File: config.mk
export PLATFORM = sky130hd
export DESIGN_NAME = fcv_top
export DESIGN_NICKNAME = d
export VERILOG_FILES = /design/src/include/fcv_pkg.sv /design/src/fcv_top.sv
export VERILOG_INCLUDE_DIRS = /design/src /design/src/include
export SDC_FILE = /design/constraint.sdc
export NUM_CORES = 1
export LEC_CHECK = 0
export BUFFER_PORTS_ARGS = -buffer_cell sky130_fd_sc_hd__buf_4
export CAP_MARGIN = 20
export CORE_MARGIN = 5
export CORE_UTILIZATION = 30
export DETAILED_ROUTE_END_ITERATION = 8
export SKIP_LAST_GASP = 1
export SLEW_MARGIN = 0
export SYNTH_ARGS = -nofsm -noshare
export SYNTH_HDL_FRONTEND = slang
export SYNTH_SLANG_ARGS = --single-unit
export TNS_END_PERCENT = 10
File: constraint.sdc
create_clock -name CLK_IN -period 4.15 [get_ports CLK_IN]
set_input_delay 0 -clock CLK_IN [delete_from_list [all_inputs] [get_ports CLK_IN]]
set_output_delay 0 -clock CLK_IN [all_outputs]
set_load 0.02 [all_outputs]
File: src/include/fcv_regs.svh
// Purpose: Register map, field positions and command codes of the flash
//          command validator.
// Assumes: Byte addresses on the register bus, one 32-bit word per register.
// Notes:   Definitions only.
`ifndef FCV_REGS_SVH
`define FCV_REGS_SVH

// Register byte offsets
`define FCV_OFF_CLKDIV    6'h00
`define FCV_OFF_PROT      6'h04
`define FCV_OFF_STAT      6'h08
`define FCV_OFF_INDEX     6'h0c
`define FCV_OFF_PARAM     6'h10
`define FCV_OFF_FAULT     6'h14
`define FCV_OFF_CAPADDR   6'h18
`define FCV_OFF_CAPDATA   6'h1c
`define FCV_OFF_MARGIN    6'h20

// Status register bits
`define FCV_STAT_COMMAND_COMPLETE_FLAG     7
`define FCV_STAT_ACCESS_ERROR_FLAG   5
`define FCV_STAT_PROTECTION_VIOLATION_FLAG   4
`define FCV_STAT_VERR     1
`define FCV_STAT_UNCORR   0

// Protection register bits
`define FCV_PROT_LDIS     0
`define FCV_PROT_HDIS     1
`define FCV_PROT_POPEN    2
`define FCV_PROT_DOPEN    3

// Fault register bits and divider-loaded bit
`define FCV_FAULT_SFD     0
`define FCV_FAULT_DFD     1
`define FCV_DIV_LOADED    8

// Command codes
`define FCV_CMD_EV_ALL    8'h01
`define FCV_CMD_EV_BLK    8'h02
`define FCV_CMD_EV_PSEC   8'h03
`define FCV_CMD_ERS_ALL   8'h08
`define FCV_CMD_ERS_BLK   8'h09
`define FCV_CMD_UNSECURE  8'h0b
`define FCV_CMD_USR_MRG   8'h0d
`define FCV_CMD_FLD_MRG   8'h0e
`define FCV_CMD_EV_DSEC   8'h10
`define FCV_CMD_PRG_D     8'h11
`define FCV_CMD_ERS_DSEC  8'h12

// Parameter index values
`define FCV_IDX_000       3'h0
`define FCV_IDX_001       3'h1
`define FCV_IDX_010       3'h2
`define FCV_IDX_101       3'h5

// Block decode of global address [22:16], section byte limit and divider reset value
`define FCV_DFLASH_BLK    7'h10
`define FCV_PFLASH_BIT    6
`define FCV_SECTION_LIMIT 20'h20000
`define FCV_CLKDIV_RST    8'h00

`endif

File: src/include/fcv_pkg.sv
// Purpose: Types of the flash command validator.
// Assumes: Nothing beyond the register header.
// Notes:   States are one-hot.
package fcv_pkg;

  typedef enum logic [2:0] {
    FCV_IDLE  = 3'b001,
    FCV_CHECK = 3'b010,
    FCV_RUN   = 3'b100
  } fcv_state_t;

  typedef enum logic [1:0] {
    FCV_REG_NONE = 2'h0,
    FCV_REG_DF   = 2'h1,
    FCV_REG_PF   = 2'h2,
    FCV_REG_ALL  = 2'h3
  } fcv_region_t;

endpackage

File: src/fcv_top.sv
// Purpose: Command launch, validation and erase-verify control of an
//          embedded flash controller, with an Avalon-MM register slave.
// Assumes: One clock, synchronous active-high reset, external engine runs
//          the erase/program/verify algorithms and reports done.
// Notes:   Each bus access takes one wait cycle.
//
// Chosen here: the Avalon-MM interface to the registers and the register offsets.
`timescale 1ns/1ps
`include "fcv_regs.svh"

module fcv_top #(
  parameter int PARAM_DEPTH = 6,
  parameter int PARAM_W     = 16
) (
  input  wire logic        CLK_IN,
  input  wire logic        SRST_IN,
  input  wire logic [5:0]  AVS_ADDRESS_IN,
  input  wire logic        AVS_READ_IN,
  input  wire logic        AVS_WRITE_IN,
  input  wire logic [31:0] AVS_WRITEDATA_IN,
  input  wire logic [3:0]  AVS_BYTEENABLE_IN,
  output logic      [31:0] AVS_READDATA_OUT,
  output logic             AVS_WAITREQUEST_OUT,
  input  wire logic        SPECIAL_MODE_IN,
  input  wire logic        SECURED_IN,
  input  wire logic        RD_VALID_IN,
  input  wire logic [22:0] RD_ADDR_IN,
  output logic             RD_INVALID_OUT,
  output logic             ALG_START_OUT,
  output logic      [7:0]  ALG_CMD_OUT,
  output logic      [22:0] ALG_ADDR_OUT,
  output logic      [15:0] ALG_COUNT_OUT,
  input  wire logic        ALG_DONE_IN,
  input  wire logic        ALG_VERR_IN,
  input  wire logic        ALG_UNCORR_IN,
  output logic      [15:0] MARGIN_LEVEL_OUT,
  output logic             MARGIN_FIELD_OUT
);

  if (PARAM_DEPTH < 6 || PARAM_DEPTH > 8 || PARAM_W != 16) begin : g_bad
    $error("fcv_top: PARAM_DEPTH must be 6..8 and PARAM_W 16");
  end

  fcv_pkg::fcv_state_t  state;
  fcv_pkg::fcv_state_t  next_state;
  fcv_pkg::fcv_region_t busy_region;
  fcv_pkg::fcv_region_t cmd_region;

  logic [PARAM_W-1:0] param [PARAM_DEPTH];
  logic [2:0]         parameter_index;
  logic [7:0]         clock_divider_reg;
  logic               div_loaded;
  logic [3:0]         protect_bits;
  logic               command_complete_flag;
  logic               access_error_flag;
  logic               protection_violation_flag;
  logic               verify_error_flag;
  logic               uncorrectable_verify_flag;
  logic               single_fault_detect_flag;
  logic               double_fault_detect_flag;
  logic [22:0]        capture_addr;
  logic [15:0]        capture_data;
  logic [7:0]         cmd_hold;

  // Bus decode
  wire        rd_take = AVS_READ_IN && AVS_WAITREQUEST_OUT;
  wire        wr_go   = AVS_WRITE_IN && !AVS_WAITREQUEST_OUT;
  wire [31:0] be_mask = {{8{AVS_BYTEENABLE_IN[3]}}, {8{AVS_BYTEENABLE_IN[2]}},
                         {8{AVS_BYTEENABLE_IN[1]}}, {8{AVS_BYTEENABLE_IN[0]}}};
  wire [31:0] wd      = AVS_WRITEDATA_IN & be_mask;
  wire        sel_div   = AVS_ADDRESS_IN == `FCV_OFF_CLKDIV;
  wire        sel_prot  = AVS_ADDRESS_IN == `FCV_OFF_PROT;
  wire        sel_stat  = AVS_ADDRESS_IN == `FCV_OFF_STAT;
  wire        sel_index = AVS_ADDRESS_IN == `FCV_OFF_INDEX;
  wire        sel_param = AVS_ADDRESS_IN == `FCV_OFF_PARAM;
  wire        sel_fault = AVS_ADDRESS_IN == `FCV_OFF_FAULT;
  wire        sel_caddr = AVS_ADDRESS_IN == `FCV_OFF_CAPADDR;
  wire        sel_cdata = AVS_ADDRESS_IN == `FCV_OFF_CAPDATA;
  wire        sel_marg  = AVS_ADDRESS_IN == `FCV_OFF_MARGIN;
  wire        idx_in_range = 32'(parameter_index) < PARAM_DEPTH;
  // Parameters are frozen while a command runs
  wire        param_wr  = wr_go && sel_param && command_complete_flag
                          && idx_in_range;

  // Launch: writing 1 to the complete flag while idle and error-free
  wire launch = wr_go && sel_stat && wd[`FCV_STAT_COMMAND_COMPLETE_FLAG]
                && command_complete_flag && state == fcv_pkg::FCV_IDLE
                && !access_error_flag && !protection_violation_flag;

  // Command decode of the loaded parameters
  wire [7:0]  cmd   = param[0][15:8];
  wire [6:0]  blk   = param[0][6:0];
  wire [22:0] gaddr = {param[0][6:0], param[1]};
  wire        blk_df = blk == `FCV_DFLASH_BLK;
  wire        blk_pf = blk[`FCV_PFLASH_BIT];
  wire        blk_ok = blk_df || blk_pf;
  wire        is_01 = cmd == `FCV_CMD_EV_ALL;
  wire        is_02 = cmd == `FCV_CMD_EV_BLK;
  wire        is_03 = cmd == `FCV_CMD_EV_PSEC;
  wire        is_08 = cmd == `FCV_CMD_ERS_ALL;
  wire        is_09 = cmd == `FCV_CMD_ERS_BLK;
  wire        is_0b = cmd == `FCV_CMD_UNSECURE;
  wire        is_0d = cmd == `FCV_CMD_USR_MRG;
  wire        is_0e = cmd == `FCV_CMD_FLD_MRG;
  wire        is_10 = cmd == `FCV_CMD_EV_DSEC;
  wire        is_11 = cmd == `FCV_CMD_PRG_D;
  wire        is_12 = cmd == `FCV_CMD_ERS_DSEC;
  wire        code_ok = is_01 || is_02 || is_03 || is_08 || is_09 || is_0b
                        || is_0d || is_0e || is_10 || is_11 || is_12;
  wire        is_margin = is_0d || is_0e;
  wire        is_verify = is_01 || is_02 || is_03 || is_10 || is_0b;
  wire        needs_div = is_08 || is_09 || is_0b || is_11 || is_12;

  // Section end in bytes within a 128K window; count is in phrases
  wire [19:0] sec_end = 20'({3'h0, gaddr[16:0]}) + 20'({param[2], 3'h0});
  wire        sec_cross = sec_end > `FCV_SECTION_LIMIT;

  wire idx0 = parameter_index == `FCV_IDX_000;
  wire idx1 = parameter_index == `FCV_IDX_001;
  wire idx2 = parameter_index == `FCV_IDX_010;
  wire err_div = needs_div && !div_loaded;
  wire err_01  = is_01 && !idx0;
  wire err_02  = is_02 && (!idx0 || !blk_ok);
  wire err_03  = is_03 && (!idx2 || SECURED_IN || !blk_pf
                 || gaddr[2:0] != 3'h0 || sec_cross);
  wire err_sp  = (is_08 || is_0b || is_0e) && !SPECIAL_MODE_IN;
  wire err_09  = is_09 && (!idx1 || !blk_ok);
  wire err_mrg = is_margin && !idx1;
  wire err_10  = is_10 && (!idx2 || !blk_df || gaddr[0]);
  wire err_11  = is_11 && (parameter_index < `FCV_IDX_010
                 || parameter_index > `FCV_IDX_101 || !blk_df || gaddr[0]);
  wire err_12  = is_12 && (!idx1 || !blk_df);
  wire acc_err = !code_ok || err_div || err_01 || err_02 || err_03
                 || err_sp || err_09 || err_mrg || err_10 || err_11 || err_12;

  wire pf_open = protect_bits[`FCV_PROT_LDIS] && protect_bits[`FCV_PROT_HDIS]
                 && protect_bits[`FCV_PROT_POPEN];
  wire df_open = protect_bits[`FCV_PROT_DOPEN];
  wire prot_err = (is_08 && !(pf_open && df_open))
                  || (is_09 && blk_df && !df_open)
                  || (is_09 && blk_pf && !pf_open);

  always_comb begin
    if (is_01 || is_08 || is_0b) begin
      cmd_region = fcv_pkg::FCV_REG_ALL;
    end else if (is_03 || ((is_02 || is_09) && blk_pf)) begin
      cmd_region = fcv_pkg::FCV_REG_PF;
    end else begin
      cmd_region = fcv_pkg::FCV_REG_DF;
    end
  end

  // Sequencer
  wire in_check = state == fcv_pkg::FCV_CHECK;
  wire in_run   = state == fcv_pkg::FCV_RUN;
  wire chk_acc  = in_check && acc_err;
  wire chk_prot = in_check && !acc_err && prot_err;
  wire chk_mrg  = in_check && !acc_err && !prot_err && is_margin;
  wire chk_go   = in_check && !acc_err && !prot_err && !is_margin;
  wire run_end  = in_run && ALG_DONE_IN;
  wire hold_verify = cmd_hold == `FCV_CMD_EV_ALL
                     || cmd_hold == `FCV_CMD_EV_BLK
                     || cmd_hold == `FCV_CMD_EV_PSEC
                     || cmd_hold == `FCV_CMD_EV_DSEC
                     || cmd_hold == `FCV_CMD_UNSECURE;

  always_comb begin
    next_state = state;
    unique case (state)
      fcv_pkg::FCV_IDLE: begin
        if (launch) begin
          next_state = fcv_pkg::FCV_CHECK;
        end
      end
      fcv_pkg::FCV_CHECK: begin
        // Rejected or margin commands return straight to idle
        next_state = chk_go ? fcv_pkg::FCV_RUN : fcv_pkg::FCV_IDLE;
      end
      fcv_pkg::FCV_RUN: begin
        if (ALG_DONE_IN) begin
          next_state = fcv_pkg::FCV_IDLE;
        end
      end
      default: next_state = fcv_pkg::FCV_IDLE;
    endcase
  end

  // Status flags; hardware sets win over software clears
  wire clr_stat = wr_go && sel_stat;
  wire next_command_complete_flag = (command_complete_flag && !launch)
                   || chk_acc || chk_prot || chk_mrg || run_end;
  wire next_acc = chk_acc || (access_error_flag
                  && !(clr_stat && wd[`FCV_STAT_ACCESS_ERROR_FLAG]));
  wire next_pviol = chk_prot || (protection_violation_flag
                    && !(clr_stat && wd[`FCV_STAT_PROTECTION_VIOLATION_FLAG]));
  // Verify results clear at launch and never touch the protection flag
  wire next_verr = !launch && (verify_error_flag
                   || (run_end && hold_verify && ALG_VERR_IN));
  wire next_unc  = !launch && (uncorrectable_verify_flag
                   || (run_end && hold_verify && ALG_UNCORR_IN));

  // Colliding array read while an algorithm runs
  wire rd_df = RD_ADDR_IN[22:16] == `FCV_DFLASH_BLK;
  wire rd_pf = RD_ADDR_IN[22:16] >> `FCV_PFLASH_BIT != 7'h0;
  wire rd_hit = RD_VALID_IN && !command_complete_flag
                && (busy_region == fcv_pkg::FCV_REG_ALL
                    || (busy_region == fcv_pkg::FCV_REG_DF && rd_df)
                    || (busy_region == fcv_pkg::FCV_REG_PF && rd_pf));
  wire fault_cap = rd_hit && !single_fault_detect_flag
                   && !double_fault_detect_flag;
  wire clr_fault = wr_go && sel_fault;
  wire next_sfd = fault_cap || (single_fault_detect_flag
                  && !(clr_fault && wd[`FCV_FAULT_SFD]));
  wire next_dfd = fault_cap || (double_fault_detect_flag
                  && !(clr_fault && wd[`FCV_FAULT_DFD]));

  // Read mux
  wire [31:0] stat_word = 32'({command_complete_flag, 1'b0, access_error_flag,
                          protection_violation_flag, 2'h0, verify_error_flag,
                          uncorrectable_verify_flag});
  wire [31:0] rd_mux =
      sel_div   ? 32'({div_loaded, clock_divider_reg}) :
      sel_prot  ? 32'(protect_bits) :
      sel_stat  ? stat_word :
      sel_index ? 32'(parameter_index) :
      sel_param ? (idx_in_range ? 32'(param[parameter_index]) : 32'h0) :
      sel_fault ? 32'({double_fault_detect_flag, single_fault_detect_flag}) :
      sel_caddr ? 32'(capture_addr) :
      sel_cdata ? 32'(capture_data) :
      sel_marg  ? 32'({MARGIN_FIELD_OUT, MARGIN_LEVEL_OUT}) : 32'h0;

  // Parameter array, one entry per index below PARAM_DEPTH
  for (genvar i = 0; i < PARAM_DEPTH; i++) begin : g_param
    always_ff @(posedge CLK_IN) begin
      if (SRST_IN) begin
        param[i] <= 16'h0;
      end else if (param_wr && 32'(parameter_index) == i) begin
        param[i] <= wd[15:0];
      end
    end
  end

  // Bus slave: one wait cycle, read data loaded with the wait release
  always_ff @(posedge CLK_IN) begin
    if (SRST_IN) begin
      AVS_WAITREQUEST_OUT <= 1'b1;
      AVS_READDATA_OUT    <= 32'h0;
    end else begin
      AVS_WAITREQUEST_OUT <= !((AVS_READ_IN || AVS_WRITE_IN)
                               && AVS_WAITREQUEST_OUT);
      if (rd_take) begin
        AVS_READDATA_OUT <= rd_mux;
      end
    end
  end

  // Software-written control registers
  always_ff @(posedge CLK_IN) begin
    if (SRST_IN) begin
      clock_divider_reg <= `FCV_CLKDIV_RST;
      div_loaded        <= 1'b0;
      protect_bits      <= 4'h0;
      parameter_index   <= 3'h0;
    end else if (wr_go) begin
      if (sel_div && command_complete_flag) begin
        clock_divider_reg <= wd[7:0];
        div_loaded        <= 1'b1;
      end
      if (sel_prot) begin
        protect_bits <= wd[3:0];
      end
      if (sel_index) begin
        parameter_index <= wd[2:0];
      end
    end
  end

  // Sequencer state and flags
  always_ff @(posedge CLK_IN) begin
    if (SRST_IN) begin
      state                     <= fcv_pkg::FCV_IDLE;
      command_complete_flag     <= 1'b1;
      access_error_flag         <= 1'b0;
      protection_violation_flag <= 1'b0;
      verify_error_flag         <= 1'b0;
      uncorrectable_verify_flag <= 1'b0;
      single_fault_detect_flag  <= 1'b0;
      double_fault_detect_flag  <= 1'b0;
    end else begin
      state                     <= next_state;
      command_complete_flag     <= next_command_complete_flag;
      access_error_flag         <= next_acc;
      protection_violation_flag <= next_pviol;
      verify_error_flag         <= next_verr;
      uncorrectable_verify_flag <= next_unc;
      single_fault_detect_flag  <= next_sfd;
      double_fault_detect_flag  <= next_dfd;
    end
  end

  // Fault capture: data forced to zero on a collision
  always_ff @(posedge CLK_IN) begin
    if (SRST_IN) begin
      capture_addr   <= 23'h0;
      capture_data   <= 16'h0;
      RD_INVALID_OUT <= 1'b0;
    end else begin
      RD_INVALID_OUT <= rd_hit;
      if (fault_cap) begin
        capture_addr <= RD_ADDR_IN;
        capture_data <= 16'h0;
      end
    end
  end

  // Algorithm engine handoff
  always_ff @(posedge CLK_IN) begin
    if (SRST_IN) begin
      ALG_START_OUT <= 1'b0;
      ALG_CMD_OUT   <= 8'h0;
      ALG_ADDR_OUT  <= 23'h0;
      ALG_COUNT_OUT <= 16'h0;
      cmd_hold      <= 8'h0;
      busy_region   <= fcv_pkg::FCV_REG_NONE;
    end else begin
      ALG_START_OUT <= chk_go;
      if (chk_go) begin
        ALG_CMD_OUT   <= cmd;
        ALG_ADDR_OUT  <= gaddr;
        ALG_COUNT_OUT <= param[2];
        cmd_hold      <= cmd;
        busy_region   <= cmd_region;
      end else if (run_end) begin
        busy_region <= fcv_pkg::FCV_REG_NONE;
      end
    end
  end

  // Margin levels take effect at once; no array algorithm is needed
  always_ff @(posedge CLK_IN) begin
    if (SRST_IN) begin
      MARGIN_LEVEL_OUT <= 16'h0;
      MARGIN_FIELD_OUT <= 1'b0;
    end else if (chk_mrg) begin
      MARGIN_LEVEL_OUT <= param[1];
      MARGIN_FIELD_OUT <= is_0e;
    end
  end

endmodule // fcv_top

==> metrics.csv <==
metric;value;unit
Iteration-0 DRC Markers;821;
Synth Warn #;0;
row cnt;70;
Final period util;89.84;%
CTS tree;built;
Num CTS Buffers;26;
share of the synthesized area in the top cell type;25.75;%
PD cells;368.7;mW/mm2
slew margin rel.;32.86;%
ratio of cells with drive above 1 in the final layout;18.67;%
Largest Register;param;
Leakage;5.331;nW
Worst Skew;0.01141;ns
top-count cell post-synth;nor2_1;
EDFF count, synth;96;
# H-tree levels;1;
simple-gate portion of the synthesized area;18.36;%
Yosys reg bits;240;
clk_lat worst skew;0.53;ns
drt drc;0;
Gate power share;6.8;%
Root Buffer;clkbuf_16;
most used flip-flop cell after synthesis;dfxtp_1;
antenna-violating nets left;0;
worst setup path category;register to register;
Largest register FFs;96;
total congestion overflow;0;
crit start category;register;
area grow syn2layout;27.38;%
Clk pwr share;45.1;%
Placed Cells;1718;
Switching Share;22.81;%
unrepaired setup endpoints after global routing;no;
met2 wire length;18910;um
final worst path period need;3.728;ns
DP HPWL;27150;um
final setup vio count;0;
XOR/XNOR share of the synthesized area;0.6259;%
asr flop ratio synth;0;%
Post-Synth Adder-Cell Area;2.057;%
vias;9729;
Synth cell types;69;
Synth Area in Compound Gates;14.62;%
vias in the first global route;9388;
global-route wire length before repair;56810;um
Switch Pwr;1.199;mW
clock sinks;240;
DIE AREA;0.04128;mm2
Clock Pin Slew Worst Setup and Hold Paths;0.06;ns
non-filler cells, final;1823;
area of the mapped netlist;0.01119;mm2
pin count of the biggest net entering global routing;77;
highest routed layer;met4;
final-report max-slew violation count;0;
total track usage;17.32;%
top post-synthesis cells by count;205 x nor2_1, 144 x dfxtp_1, 110 x a21oi_1, 96 x edfxtp_1, 70 x nand2_1;
Core ar.;0.03670;mm2
Ports;174;
Bufs on Longest Clock Path;3;
worst hold slack;0.005463;ns
internal power;4.058;mW
worst-path maximum fanout;46;
Max Fclk;0.2682;GHz
max-cap viol count;0;
average wire per standard cell;20.56;um
Synth area leaders;dfxtp_1 26%, edfxtp_1 26%, nor2_1 6.9%;
die width;203.2;um
Tightest Hold Check Type;primary input to register;
Initial Util;30.50;%
antenna violations before repair;0;
iteration count of the initial detailed-routing pass;6;
fillers;3560;
Port Buffers;146;
Fin Setup TNS;0;ns
Peak VDD IR;0.2717;mV
Seq pwr share;48.1;%
final wirelength;37480;um
final hold viol count;0;
area leader, netlist;dfxtp_1;
M1 WL;15480;um
largest family of logic cells by synthesized area;simple AND/OR/NAND/NOR gates;
CP Data Arrival Time;4.15;ns
global placer's final weighted congestion;0.8568;
multiplexer share of the synthesized area;8.852;%
crit end category;register;
slew at the pin closest to its max-slew limit;1.007;ns
syn avg cell area;9.684;um2
sequential share of the synthesized area;51.50;%
status;finished, final reports clean;
Via density;5.337;
Die H;203.2;um
metal3 WL;2087;um
ANT cells;0;
Post-Syn Instances;1156;
Nets;1428;
CP required;4.57;ns
cell families after synthesis:
| logic type | count (synthesis) |
|---|---|
| muxes | 79 |
| xor gates and xnor gates | 8 |
| DFF | 240 |
| buffers and inverters | 105 |
| other | 1 |
| AOI/OAI and AO/OA | 270 |
| adders and majority gates | 18 |
| and+or+nand+nor | 435 |
critical path: stages, from the launching register on:
cell and delay (ns):
edfxtp_1 0.43, ha_1 0.24, fa_1 0.44, xor2_1 0.16, a2111oi_0 0.45, o211ai_1 0.16, nor4_1 0.20, nand4_1 0.15
nor4_1 0.47, a21o_1 0.23, buf_12 0.22, nand3_1 0.19, and3_1 0.27
cell type report:
| class | instances | area [um2] | share of cell area [%] |
|---|---|---|---|
| clock buffers | 38 | 784.5 | 5.501 |
| clock inverters | 9 | 95.09 | 0.6668 |
| multi-input cells | 819 | 5055 | 35.45 |
| well taps | 468 | 585.6 | 4.106 |
| flip-flops and latches | 240 | 5766 | 40.43 |
| inverters | 14 | 52.55 | 0.3685 |
| repair buffers | 235 | 1922 | 13.48 |
per-stage QoR:
step / power, mW / instance area (um2) / utilization, % / setup slack, ns
6_report: 5.258 / 14260 / 38.86 / 0.4218
5_1_grt: 5.427 / 14260 / 38.86 / 0.2125
4_1_cts: 5.296 / 14260 / 38.86 / 0.4761
3_5_place_dp: 2.908 / 12800 / 34.88 / 0.4725
3_3_place_gp: 2.906 / 12800 / 34.88 / 0.4760
2_1_floorplan: 2.751 / 11220 / - / 1.083
path summary, 6_finish.rpt:
check                                          from                                end  slack (ns)  cells past startpoint
setup / recovery          param[2][0]$_SDFFCE_PN0P_           cmd_hold[5]$_SDFFE_PP0P_        0.42                     12
hold / removal                 AVS_WRITEDATA_IN[12]         param[4][12]$_SDFFCE_PN0P_       0.005                      3
setup reg to reg          param[2][0]$_SDFFCE_PN0P_           cmd_hold[5]$_SDFFE_PP0P_        0.42                     12
hold reg to reg   AVS_READDATA_OUT[18]$_SDFFE_PP0P_  AVS_READDATA_OUT[18]$_SDFFE_PP0P_        0.46                      2
power by group through the flow:
stage / sequential [mW] / combinational (mW) / clock (mW)
4_1_cts: 2.53 / 0.356 / 2.41
2_1_floorplan: 2.57 / 0.180 / 0
3_3_place_gp: 2.58 / 0.326 / 0
3_5_place_dp: 2.58 / 0.326 / 0
5_1_grt: 2.53 / 0.384 / 2.51
6_report: 2.53 / 0.356 / 2.37
what timing repair did:
| item | CTS | global route |
|---|---|---|
| hold endpoints to repair | 75 | 0 |
| hold buffers | 58 | 0 |
| gates resized for setup | 0 | 0 |
| buffers inserted | 0 | 0 |
metal layers:
layer / GRT usage, % / vias up
met4: 4.939 / 0
met2: 30.51 / 316
met3: 2.353 / 64
li1: - / 4606
met5: 0 / -
met1: 22.31 / 4743
cell usage in the layout, fill, tap and decap left out, types with 14 or more instances in the layout:
| cell type | count |
|---|---|
| nor2_1 | 205 |
| buf_4 | 176 |
| dfxtp_1 | 144 |
| a21oi_1 | 109 |
| edfxtp_1 | 96 |
| nand2_1 | 70 |
| mux2i_1 | 63 |
| o21ai_0 | 60 |
| dlygate4sd3_1 | 58 |
| nand4_1 | 50 |
| clkbuf_16 | 29 |
| nor3_1 | 23 |
| nand3_1 | 22 |
| mux4_2 | 16 |
| ha_1 | 16 |
| inv_1 | 14 |
| a211oi_1 | 14 |
No activity file was read; power rests on OpenSTA's default activity.
